`config.mk`:
```
export PLATFORM = sky130hd
export DESIGN_NAME = dcc_ctrl
export DESIGN_NICKNAME = d
export VERILOG_FILES = /design/src/rtl/dcc_tick.v /design/src/rtl/dcc_pos_filter.v /design/src/rtl/dcc_ctrl.v
export VERILOG_INCLUDE_DIRS = /design/src /design/src/rtl
export SDC_FILE = /design/constraint.sdc
export NUM_CORES = 1
export LEC_CHECK = 0
export ABC_AREA = 1
export BUFFER_PORTS_ARGS = -buffer_cell sky130_fd_sc_hd__buf_2
export CORE_MARGIN = 2
export CORE_UTILIZATION = 50
export CTS_CLUSTER_DIAMETER = 100
export CTS_CLUSTER_SIZE = 10
export DETAILED_ROUTE_END_ITERATION = 7
export MAX_ROUTING_LAYER = met4
export PLACE_DENSITY = 0.69
export SLEW_MARGIN = 10
export SYNTH_ARGS = -nofsm -noshare
export SYNTH_HDL_FRONTEND = slang
export SYNTH_HIERARCHICAL = 1
export SYNTH_SLANG_ARGS = --single-unit
export TNS_END_PERCENT = 10
```
`constraint.sdc`:
```
create_clock -name mclk -period 4.2 [get_ports mclk]
set_input_delay 0.84 -clock mclk [delete_from_list [all_inputs] [get_ports mclk]]
set_output_delay 0.84 -clock mclk [all_outputs]
set_load 0.02 [all_outputs]
```
`src/rtl/dcc_defines.vh`:
```
// Purpose: shared constants of the disconnector command control block
// Assumes: 200 MHz system clock, millisecond timebase derived from it
// Notes: times are in milliseconds unless the name says cycles
`ifndef DCC_DEFINES_VH
`define DCC_DEFINES_VH

// clock and timebase
`define DCC_CLK_HZ 200000000
`define DCC_MS_PER_S 1000
`define DCC_CYCLES_PER_MS (`DCC_CLK_HZ / `DCC_MS_PER_S)

// fixed times
`define DCC_OPER_PULSE_MS 8'h96
`define DCC_MIN_EARLY_MS 16'h03e8

// setting ranges and defaults
`define DCC_PULSE_MIN_MS 16'h0064
`define DCC_PULSE_MAX_MS 16'hea60
`define DCC_PULSE_DEF_MS 16'h03e8
`define DCC_INTER_MIN_MS 16'h0014
`define DCC_INTER_MAX_MS 16'hea60
`define DCC_INTER_DEF_MS 16'h2710

// register byte offsets
`define DCC_ADDR_PULSE 8'h00
`define DCC_ADDR_INTER 8'h04
`define DCC_ADDR_CMD 8'h08
`define DCC_ADDR_STATUS 8'h0c
`define DCC_ADDR_OPCOUNT 8'h10

// command channel values
`define DCC_CMD_OFF 2'h0
`define DCC_CMD_ON 2'h1

// derived position state codes
`define DCC_ST_INTER 2'h0
`define DCC_ST_OFF 2'h1
`define DCC_ST_ON 2'h2
`define DCC_ST_BAD 2'h3

// status register fields
`define DCC_SB_STATE_LO 0
`define DCC_SB_STATE_HI 1
`define DCC_SB_OPENED 2
`define DCC_SB_CLOSED 3
`define DCC_SB_OPEN_CMD 4
`define DCC_SB_CLOSE_CMD 5
`define DCC_SB_DONE 6
`define DCC_SB_REFUSED 7

`endif

```
`src/rtl/dcc_tick.v`:
```
// Purpose: millisecond strobe from the system clock
// Assumes: CYCLES is the number of clocks per millisecond
// Notes: free running, so a timed interval may start up to 1 ms early
`timescale 1ns/1ps
`include "dcc_defines.vh"
module dcc_tick #(
  parameter CYCLES = `DCC_CYCLES_PER_MS
) (
  input wire mclk,
  input wire rst_n,
  input wire ce,
  output reg tick
);
  reg [31:0] cnt;

  // divider, one-cycle strobe at wrap
  always @(posedge mclk or negedge rst_n)
  begin
    if (!rst_n)
    begin
      cnt <= 32'h0;
      tick <= 1'b0;
    end
    else if (ce)
    begin
      if (cnt >= CYCLES - 1)
      begin
        cnt <= 32'h0;
        tick <= 1'b1;
      end
      else
      begin
        cnt <= cnt + 32'h1;
        tick <= 1'b0;
      end
    end
  end
endmodule

```
`src/rtl/dcc_pos_filter.v`:
```
// Purpose: filter the two position feedbacks into a four-value state
// Assumes: feedbacks synchronous to mclk, tick is a 1 ms strobe
// Notes: off/on/bad follow at once; intermediate waits wait_ms
`timescale 1ns/1ps
`include "dcc_defines.vh"
module dcc_pos_filter (
  input wire mclk,
  input wire rst_n,
  input wire ce,
  input wire tick,
  input wire open_position_feedback,
  input wire closed_position_feedback,
  input wire [15:0] wait_ms,
  output reg [1:0] derived_position_state,
  output reg settled_opened_flag,
  output reg settled_closed_flag,
  output reg status_event
);
  reg [15:0] wcnt;
  reg [1:0] next_state;
  reg [15:0] next_wcnt;
  wire [1:0] raw;

  // {on, off} is already the state encoding: 1 off, 2 on, 3 bad
  assign raw = {closed_position_feedback, open_position_feedback};

  // next state: hold the old state while intermediate is not yet due
  always @*
  begin
    next_state = derived_position_state;
    next_wcnt = wcnt;
    if (raw != `DCC_ST_INTER)
    begin
      next_state = raw;
      next_wcnt = 16'h0;
    end
    else if (derived_position_state != `DCC_ST_INTER && tick)
    begin
      if (wcnt + 16'h1 >= wait_ms)
      begin
        next_state = `DCC_ST_INTER;
        next_wcnt = 16'h0;
      end
      else
        next_wcnt = wcnt + 16'h1;
    end
  end

  // state, flags and change event
  always @(posedge mclk or negedge rst_n)
  begin
    if (!rst_n)
    begin
      derived_position_state <= `DCC_ST_INTER;
      wcnt <= 16'h0;
      settled_opened_flag <= 1'b0;
      settled_closed_flag <= 1'b0;
      status_event <= 1'b0;
    end
    else if (ce)
    begin
      derived_position_state <= next_state;
      wcnt <= next_wcnt;
      settled_opened_flag <= (next_state == `DCC_ST_OFF);
      settled_closed_flag <= (next_state == `DCC_ST_ON);
      status_event <= (next_state != derived_position_state);
    end
  end
endmodule

```
`src/rtl/dcc_ctrl.v`:
```
// Purpose: command control of one motorised disconnector
// Assumes: all inputs synchronous to mclk; 1 ms timebase from mclk
// Notes: registers on a plain strobe port, read data one cycle later
`timescale 1ns/1ps
`include "dcc_defines.vh"
module dcc_ctrl #(
  parameter CYCLES_PER_MS = `DCC_CYCLES_PER_MS
) (
  input wire mclk,
  input wire rst_n,
  input wire ce,
  input wire [7:0] addr,
  input wire [31:0] wdata,
  input wire wr,
  input wire rd,
  output reg [31:0] rdata,
  input wire front_panel_cmd_stb,
  input wire front_panel_cmd_on,
  input wire front_panel_permit,
  input wire supervisory_permit,
  input wire open_interlock_permit,
  input wire close_interlock_permit,
  input wire switching_inhibit,
  input wire open_position_feedback,
  input wire closed_position_feedback,
  output reg open_command_pulse,
  output reg close_command_pulse,
  output reg switching_done_pulse,
  output wire settled_closed_flag,
  output wire settled_opened_flag,
  output wire [1:0] derived_position_state,
  output wire status_event
);
  localparam FSM_IDLE = 2'h0;
  localparam FSM_OPEN = 2'h1;
  localparam FSM_CLOSE = 2'h2;

  reg [1:0] fsm;
  reg [15:0] pulse_ms;
  reg [15:0] inter_ms;
  reg [15:0] elapsed;
  reg [7:0] done_ms;
  reg [31:0] op_count;
  reg cmd_refused;
  wire tick;

  // command direction check: off needs open permit, on close permit
  function dir_ok;
    input [1:0] val;
    input open_p;
    input close_p;
    begin
      case (val)
        `DCC_CMD_OFF: dir_ok = open_p;
        `DCC_CMD_ON: dir_ok = close_p;
        default: dir_ok = 1'b0;
      endcase
    end
  endfunction

  // keep a setting inside its range rather than refuse the write
  function [15:0] clamp;
    input [31:0] v;
    input [15:0] lo;
    input [15:0] hi;
    begin
      if (v < {16'h0, lo})
        clamp = lo;
      else if (v > {16'h0, hi})
        clamp = hi;
      else
        clamp = v[15:0];
    end
  endfunction

  dcc_tick #(
    .CYCLES(CYCLES_PER_MS)
  ) u_tick (
    .mclk(mclk),
    .rst_n(rst_n),
    .ce(ce),
    .tick(tick)
  );

  dcc_pos_filter u_filter (
    .mclk(mclk),
    .rst_n(rst_n),
    .ce(ce),
    .tick(tick),
    .open_position_feedback(open_position_feedback),
    .closed_position_feedback(closed_position_feedback),
    .wait_ms(inter_ms),
    .derived_position_state(derived_position_state),
    .settled_opened_flag(settled_opened_flag),
    .settled_closed_flag(settled_closed_flag),
    .status_event(status_event)
  );

  // request decode; the panel wins when both arrive in one cycle
  wire [1:0] panel_val = front_panel_cmd_on ? `DCC_CMD_ON : `DCC_CMD_OFF;
  wire sup_wr = wr && addr == `DCC_ADDR_CMD;
  wire any_req = front_panel_cmd_stb || sup_wr;
  wire [1:0] req_val = front_panel_cmd_stb ? panel_val : wdata[1:0];
  wire val_ok = front_panel_cmd_stb || wdata[31:2] == 30'h0;
  wire panel_ok = front_panel_cmd_stb && front_panel_permit
    && dir_ok(panel_val, open_interlock_permit, close_interlock_permit);
  wire sup_ok = !front_panel_cmd_stb && sup_wr && supervisory_permit
    && dir_ok(wdata[1:0], open_interlock_permit, close_interlock_permit);
  // one pulse at a time; a command during a pulse is refused
  wire accept = (panel_ok || (sup_ok && val_ok))
    && !switching_inhibit && fsm == FSM_IDLE;

  // early end allowed once the shorter of setting and 1000 ms has run
  wire [15:0] min_early = pulse_ms < `DCC_MIN_EARLY_MS ? pulse_ms : `DCC_MIN_EARLY_MS;
  wire success = (fsm == FSM_OPEN && derived_position_state == `DCC_ST_OFF)
    || (fsm == FSM_CLOSE && derived_position_state == `DCC_ST_ON);
  wire full_len = elapsed + 16'h1 >= pulse_ms;
  wire early_end = success && elapsed >= min_early;

  // a completed operation is a settled change into off or on
  wire op_done = status_event
    && (derived_position_state == `DCC_ST_OFF || derived_position_state == `DCC_ST_ON);

  // settings
  always @(posedge mclk or negedge rst_n)
  begin
    if (!rst_n)
    begin
      pulse_ms <= `DCC_PULSE_DEF_MS;
      inter_ms <= `DCC_INTER_DEF_MS;
    end
    else if (ce && wr)
    begin
      if (addr == `DCC_ADDR_PULSE)
        pulse_ms <= clamp(wdata, `DCC_PULSE_MIN_MS, `DCC_PULSE_MAX_MS);
      if (addr == `DCC_ADDR_INTER)
        inter_ms <= clamp(wdata, `DCC_INTER_MIN_MS, `DCC_INTER_MAX_MS);
    end
  end

  // command pulse machine
  always @(posedge mclk or negedge rst_n)
  begin
    if (!rst_n)
    begin
      fsm <= FSM_IDLE;
      elapsed <= 16'h0;
      open_command_pulse <= 1'b0;
      close_command_pulse <= 1'b0;
    end
    else if (ce)
    begin
      case (fsm)
        FSM_IDLE:
        begin
          elapsed <= 16'h0;
          if (accept)
          begin
            if (req_val == `DCC_CMD_ON)
            begin
              fsm <= FSM_CLOSE;
              close_command_pulse <= 1'b1;
            end
            else
            begin
              fsm <= FSM_OPEN;
              open_command_pulse <= 1'b1;
            end
          end
        end
        FSM_OPEN, FSM_CLOSE:
        begin
          // early end is checked every cycle so it is not late by a tick
          if (early_end || (tick && full_len))
          begin
            fsm <= FSM_IDLE;
            open_command_pulse <= 1'b0;
            close_command_pulse <= 1'b0;
          end
          else if (tick)
            elapsed <= elapsed + 16'h1;
        end
        default:
        begin
          fsm <= FSM_IDLE;
          open_command_pulse <= 1'b0;
          close_command_pulse <= 1'b0;
        end
      endcase
    end
  end

  // done pulse, retriggered by a further operation
  always @(posedge mclk or negedge rst_n)
  begin
    if (!rst_n)
    begin
      switching_done_pulse <= 1'b0;
      done_ms <= 8'h0;
    end
    else if (ce)
    begin
      if (op_done)
      begin
        switching_done_pulse <= 1'b1;
        done_ms <= 8'h0;
      end
      else if (switching_done_pulse && tick)
      begin
        if (done_ms + 8'h1 >= `DCC_OPER_PULSE_MS)
          switching_done_pulse <= 1'b0;
        else
          done_ms <= done_ms + 8'h1;
      end
    end
  end

  // operation counter; a rise in the clear cycle still counts
  always @(posedge mclk or negedge rst_n)
  begin
    if (!rst_n)
      op_count <= 32'h0;
    else if (ce)
    begin
      if (wr && addr == `DCC_ADDR_OPCOUNT)
        op_count <= {31'h0, op_done && !switching_done_pulse};
      else if (op_done && !switching_done_pulse)
        op_count <= op_count + 32'h1;
    end
  end

  // refused flag: set wins over the clear done by a status read
  always @(posedge mclk or negedge rst_n)
  begin
    if (!rst_n)
      cmd_refused <= 1'b0;
    else if (ce)
    begin
      if (any_req && !accept)
        cmd_refused <= 1'b1;
      else if (rd && addr == `DCC_ADDR_STATUS)
        cmd_refused <= 1'b0;
    end
  end

  // read data, valid in the cycle after the strobe only
  always @(posedge mclk or negedge rst_n)
  begin
    if (!rst_n)
      rdata <= 32'h0;
    else if (ce)
    begin
      rdata <= 32'h0;
      if (rd)
      begin
        case (addr)
          `DCC_ADDR_PULSE: rdata <= {16'h0, pulse_ms};
          `DCC_ADDR_INTER: rdata <= {16'h0, inter_ms};
          `DCC_ADDR_STATUS:
          begin
            rdata[`DCC_SB_STATE_HI:`DCC_SB_STATE_LO] <= derived_position_state;
            rdata[`DCC_SB_OPENED] <= settled_opened_flag;
            rdata[`DCC_SB_CLOSED] <= settled_closed_flag;
            rdata[`DCC_SB_OPEN_CMD] <= open_command_pulse;
            rdata[`DCC_SB_CLOSE_CMD] <= close_command_pulse;
            rdata[`DCC_SB_DONE] <= switching_done_pulse;
            rdata[`DCC_SB_REFUSED] <= cmd_refused;
          end
          `DCC_ADDR_OPCOUNT: rdata <= op_count;
          default: rdata <= 32'h0;
        endcase
      end
    end
  end
endmodule

```
=== Word-level counts from Yosys, hierarchy flattened ===
Index checks and enable logic that the tools add are counted.

* Register bits after elaboration: 180
* Input bits: 54
* Output and inout port bits: 40
* Logic and storage cells: 152

* $add $sub $neg: 5
* Order comparisons: 9
* Equality and inequality tests: 21
* Muxes and demuxes: 43
* Reductions and logical operators: 56

{| class="wikitable"
|+ Operators by type and width
! cell !! number
|-
| two-way mux 16 bit || 9
|-
| two-way mux 32 bit || 4
|-
| case mux 24 bit (3 select lines) || 1
|-
| adder 32 x 1 -> 32 bit (second input constant) || 2
|-
| >= comparator 16 bit || 3
|-
| adder 16 x 1 -> 16 bit (second input constant) || 2
|-
| >= comparator 32 x 18 -> 1 bit (second input constant) || 1
|-
| greater-than comparator 32 x 16 -> 1 bit (second input constant) || 1
|-
| less-than comparator 32 x 5 -> 1 bit (second input constant) || 1
|-
| less-than comparator 32 x 7 -> 1 bit (second input constant) || 1
|-
| case mux 16 bit (2 select lines) || 1
|-
| case mux 8 bit (4 select lines) || 1
|-
| logical NOT 30 bit || 1
|-
| two-way mux 8 bit || 3
|-
| logical AND 1 bit || 21
|-
| == test 8 x 4 -> 1 bit (second input constant) || 2
|-
| less-than comparator 16 x 10 -> 1 bit (second input constant) || 1
|-
| nonzero test 2 bit || 8
|-
| two-way mux 2 bit || 7
|-
| two-way mux 1 bit || 12
|-
| AND reduction 4 bit || 3
|-
| == test 2 x 1 -> 1 bit (second input constant) || 5
|-
| inequality test 2 bit (second input constant) || 5
|-
| AND reduction 2 bit || 5
|-
| 16 further kinds || 34
|}

=== Depth between registers and ports, before layout ===
* Depth in word-level cells: 13
* Depth in mapped cells: 25
* Mapped depth without buffers: 23

=== Hierarchy ===
Netlist, hierarchy kept.

{| class="wikitable"
|+ Modules (own cells, without submodules)
! module !! times used !! cells an instance !! area each (um^2) !! sequential area each (um^2)
|-
| dcc_ctrl || 1 || 1076 || 7903.8 || 3166.8
|-
| dcc_pos_filter || 1 || 230 || 1691.6 || 525.5
|-
| dcc_tick || 1 || 187 || 1556.5 || 825.8
|}

=== Worst setup path after synthesis ===
No wires, ideal clock.

* Path kind: register -> register
* From: register elapsed[0]
* To: register elapsed[8]
* Library setup time: 0.117 ns
* Arrival: 2.623 ns
* Required time: 4.083 ns
* Setup slack: 1.460 ns
* Stages on the path, launching flop included: 22
* Path buffers: 1
* Period minus slack after synthesis: 2.740 ns
* Cell sequence: dfrtp_1 -> nand3_1 -> nor3_2 -> nand3_1 -> nor2_1 -> nand2_1 -> xor2_1 -> inv_1 -> ha_1 -> nand2_1 -> nand2_1 -> nand3_1 -> a21oi_1 -> nor2_1 -> nand2_1 -> nand2_1 -> nand2_1 -> o21ai_2 -> nand2_2 -> buf_2 -> nand2_1 -> nand2_1

* Cells in the longest elaborated chain, start to end: 6
* Elaborated cells on any way between the ends: 11
* Those cells by class: add/sub (1); order compare (2); eq/ne (1); mux (3); reduce/logical (4)

{| class="wikitable"
|+ RTL lines
! element !! RTL line !! text
|-
| start: declaration || dcc_ctrl.v:41 || <nowiki>reg [15:0] elapsed;</nowiki>
|-
| start signal: assignment || dcc_ctrl.v:181 || <nowiki>elapsed <= elapsed + 16'h1;</nowiki>
|-
| adder 16 x 1 -> 16 bit || dcc_ctrl.v:117, dcc_ctrl.v:181 ||
|-
| >= comparator 16 bit || dcc_ctrl.v:117 || <nowiki>wire full_len = elapsed + 16'h1 >= pulse_ms;</nowiki>
|-
| logical AND 1 bit || dcc_ctrl.v:174 || <nowiki>if (early_end || (tick && full_len))</nowiki>
|-
| logical OR 1 bit || dcc_ctrl.v:174 ||
|-
| inequality test 2 bit (no line) || - ||
|-
| AND reduction 4 bit (no line) || - ||
|}

Several ways; a longest one is shown, not always the timed one. The select of a mux whose other input is x is not followed.
A chain may end at the register's enable or synchronous reset.

=== Worst setup path in the final report ===
* From: register elapsed[0]
* To: register elapsed[9]

Same word-level chain as after synthesis.

==> metrics.md <==
| Metric | Value |
|---|---|
| DRT iter0 DRCs | ~800 |
| Clk sink count | 180 |
| Residual DRC | 0 |
| Syn Area/Cell | between 7 and 8 µm² |
| Worst r2r dst | elapsed[9] |
| Area Growth Syn to Fin | 11.9% |
| RePlAce Congestion | approximately 0.94 |
| Post-synth top area share | 0.379 |
| Max-slew headroom | 0.391 |
| Cells after synthesis | around 1,500 |
| XOR/XNOR Fraction of Synth Area | 0.0297 |
| Vias in the first global route | ~9,600 |
| Die Width | ~150 µm |
| Synth Area in Compound Gates | 0.119 |
| Row cnt | 54 |
| Reg power frac | 0.456 |
| Status | complete, no violations |
| DRT antenna net count | 0 |
| CP max FO | 17 |
| Combinational Power Share | 0.197 |
| Die ar. | 0.0235 mm² |
| Final period util | 0.807 |
| Hold Path End | rdata[21] |
| I/O pin total | 94 |
| Vias | 10,000 |
| Endpoints failing setup | 0 |
| Post-Synth Adder-Cell Area | 0.0662 |
| Mapped Area | around 0.011 mm² |
| Most frequent cell after synthesis | nand2_1 |
| FILL cells | approximately 2,100 |
| Worst Setup End Kind | flop |
| Nets | roughly 1,700 |
| Initial antenna violation count | 0 |
| Setup TNS | 0 ns |
| Clock latency on the worst-skew pair | about 0.44 ns |
| Final hold violation count | 0 |
| Layout Skew | about 0.012 ns |
| # port buffers | 93 |
| Psw | 1.50 mW |
| Reg2Reg Depth | 20 |
| Sw Share | 0.339 |
| CTS tree | built |
| Vias per inst | approximately 5.3 |
| Pwr Density | 355 mW/mm² |
| Clock network fraction of total power | 0.348 |
| CTS resizes | 0 |
| Final HPWL DP | between 20,000 and 25,000 µm |
| Register Area | around 0.0045 mm² |
| Share of cells above drive strength 1 | 0.125 |
| Starting Density | 0.509 |
| ANT cells | 0 |
| Synth warnings | 6 |
| Post-Place Setup Slack | 0.821 ns |
| Largest family of logic cells by synthesized area | simple AND/OR/NAND/NOR gates |
| Setup ws final | a little over 0.8 ns |
| Post-synthesis cell type count | 53 |
| First drt pass iteration count | 6 |
| Worst-path clk slew | about 0.070 ns |
| Area leader, netlist | dfrtp_1 |
| Hold Path Depth | 2 |
| Setup bufs post-CTS | 0 |
| Area of the multi-input gates | about 0.0056 mm² |
| Die height | around 150 µm |
| Core Region | about 0.022 mm² |
| Sequential area share after synthesis | 0.405 |
| Post-synth EDFFs | 0 |
| Cts-stage hold buffer count | 0 |
| Minimum clock period | about 3.4 ns |
| Flops & latches, synth | 180 |
| Maximum vdd drop | around 0.00028 V |
| Total CTS buffers | 17 |
| Ranking of synthesized cells by area | dfrtp_1 38%, nand2_1 12%, inv_1 8.0% |
| GR Util All Layers | 0.261 |
| Critical path arrival | between 3 and 4 ns |
| Final count of pins violating max slew | 0 |
| GRT overflow | 0 |
| Max-cap violations | 0 |
| Slew @ Worst Pin | approximately 0.9 ns |
| Post-synth top flop | dfrtp_1 |
| First-pass GRT wire length | approximately 48,000 µm |
| Post-synth top cells | 361 x nand2_1, 237 x inv_1, 169 x dfrtp_1 |
| Fmax | ~0.30 GHz |
| Largest net degree at the start of global routing | a little under 100 |
| Worst r2r src | elapsed[0] |
| Routed wire length | roughly 29,000 µm |
| Critical path startpoint category | flop |
| Post-Synth Simple-Gate Area | 0.284 |
| Leak | 6.39 nW |
| Clk root buf | clkbuf_16 |
| Worst hold path type | flop to flop |
| Async set-or-reset flop fraction in the synthesized netlist | 1.00 |
| RSZ-0062 raised after global routing | false |
| Depth of the CTS H-tree | 4 |
| Mux contribution to synthesized area | 0.000898 |
| WS Path Type | flop to flop |
| Reg2Reg Setup Slack | slightly above 0.8 ns |
| P_int | between 2 and 3 mW |
| DR WL/cell | between 15 and 20 µm |
| Critical path required time | approximately 4.5 ns |
| Clock buffer depth | 2 |
| Worst hold path startpoint | rdata[21] |
==> cell families after synthesis <==
family,count (synthesis)
buf+inv,275
other cells,1
xor+xnor,37
simple gates,712
compound gates,228
mux,1
fa+ha+maj,59
flops,180
==> flip-flops by register name, summed over array words and instances, names as in the netlist, 2 cells and up <==
signal	count
pulse_ms	16
done_ms	8
fsm	2
rdata	32
elapsed	16
u_filter/derived_position_state	2
op_count	32
u_filter/wcnt	16
u_tick/cnt	32
inter_ms	16
==> power groups by stage <==
stage / Combinational [mW] / Sequential, mW / Clock [mW]
finish: 0.871 / 2.02 / 1.54
global route: 1.00 / 2.04 / 1.64
CTS: 0.876 / 2.02 / 1.56
detailed placement: 0.870 / 2.05 / 0
global placement: 0.861 / 2.04 / 0
floorplan: 0.606 / 2.03 / 0
==> worst max path at each step <==
stage	from	to	depth (start not counted)	slack, ns
after floorplan	elapsed[0]	elapsed[8]	21	1.46
after global placement	addr[0]	op_count[27]	12	0.91
after detailed placement	elapsed[0]	elapsed[12]	20	0.82
after CTS	elapsed[0]	elapsed[12]	20	0.78
after global routing	elapsed[0]	elapsed[7]	20	0.33
final	elapsed[0]	elapsed[9]	20	0.81
==> critical path: stages, from the launching register on <==
cell and delay (ns):
dfrtp_1 0.44, nand3_1 0.15, nor3_2 0.26, nand3_1 0.19, nor2_1 0.19, nand2_1 0.09, xor2_1 0.23, inv_1 0.08
ha_1 0.29, nand2_1 0.07, nand2_1 0.05, nand3_1 0.06, a21oi_1 0.06, nor2_1 0.08, nand2_1 0.05, nand2_1 0.07
nand2_1 0.06, o21ai_2 0.26, nand2_2 0.36, nand2_1 0.14, nand2_1 0.06
==> through the flow <==
stage	total power [mW]	area (µm²)	hold slack, ns	std cells	util
floorplan	2.63	11200	0.445	1498	-
global placement	2.91	11900	0.457	1851	0.545
detailed placement	2.92	11900	0.464	1851	0.545
CTS	4.46	12500	0.482	1883	0.570
global route	4.67	12500	0.496	1883	0.570
finish	4.43	12500	0.479	1883	0.570
==> placed cells by master (no fill, tap or decap), drive strengths merged, types with 11 or more instances in the layout <==
| cell type | instances |
|---|---|
| inv | 253 |
| nand4 | 39 |
| clkbuf | 19 |
| o31ai | 16 |
| o22ai | 35 |
| nor2 | 168 |
| dfstp | 11 |
| nand2 | 367 |
| nor3 | 41 |
| buf | 101 |
| xor2 | 34 |
| ha | 59 |
| a21oi | 49 |
| nand3 | 77 |
| o21ai | 106 |
| dfrtp | 169 |
==> layer usage <==
layer  up-vias  global-route usage  wire (µm)
li1       5028                   -          -
met1      4692               0.354      13500
met2       267               0.403      13300
met3        46              0.0369       1560
met4         0              0.0896        811
met5         -                   -          0
==> layout make-up <==
type | count | area share
multi-input combinational | 1043 | 0.448
inverter | 247 | 0.0745
sequential | 180 | 0.362
clock buffer | 19 | 0.0355
clock inverter | 13 | 0.00892
tap | 280 | 0.0281
timing repair buffer | 101 | 0.0426
(Power assumes the default switching activity.)
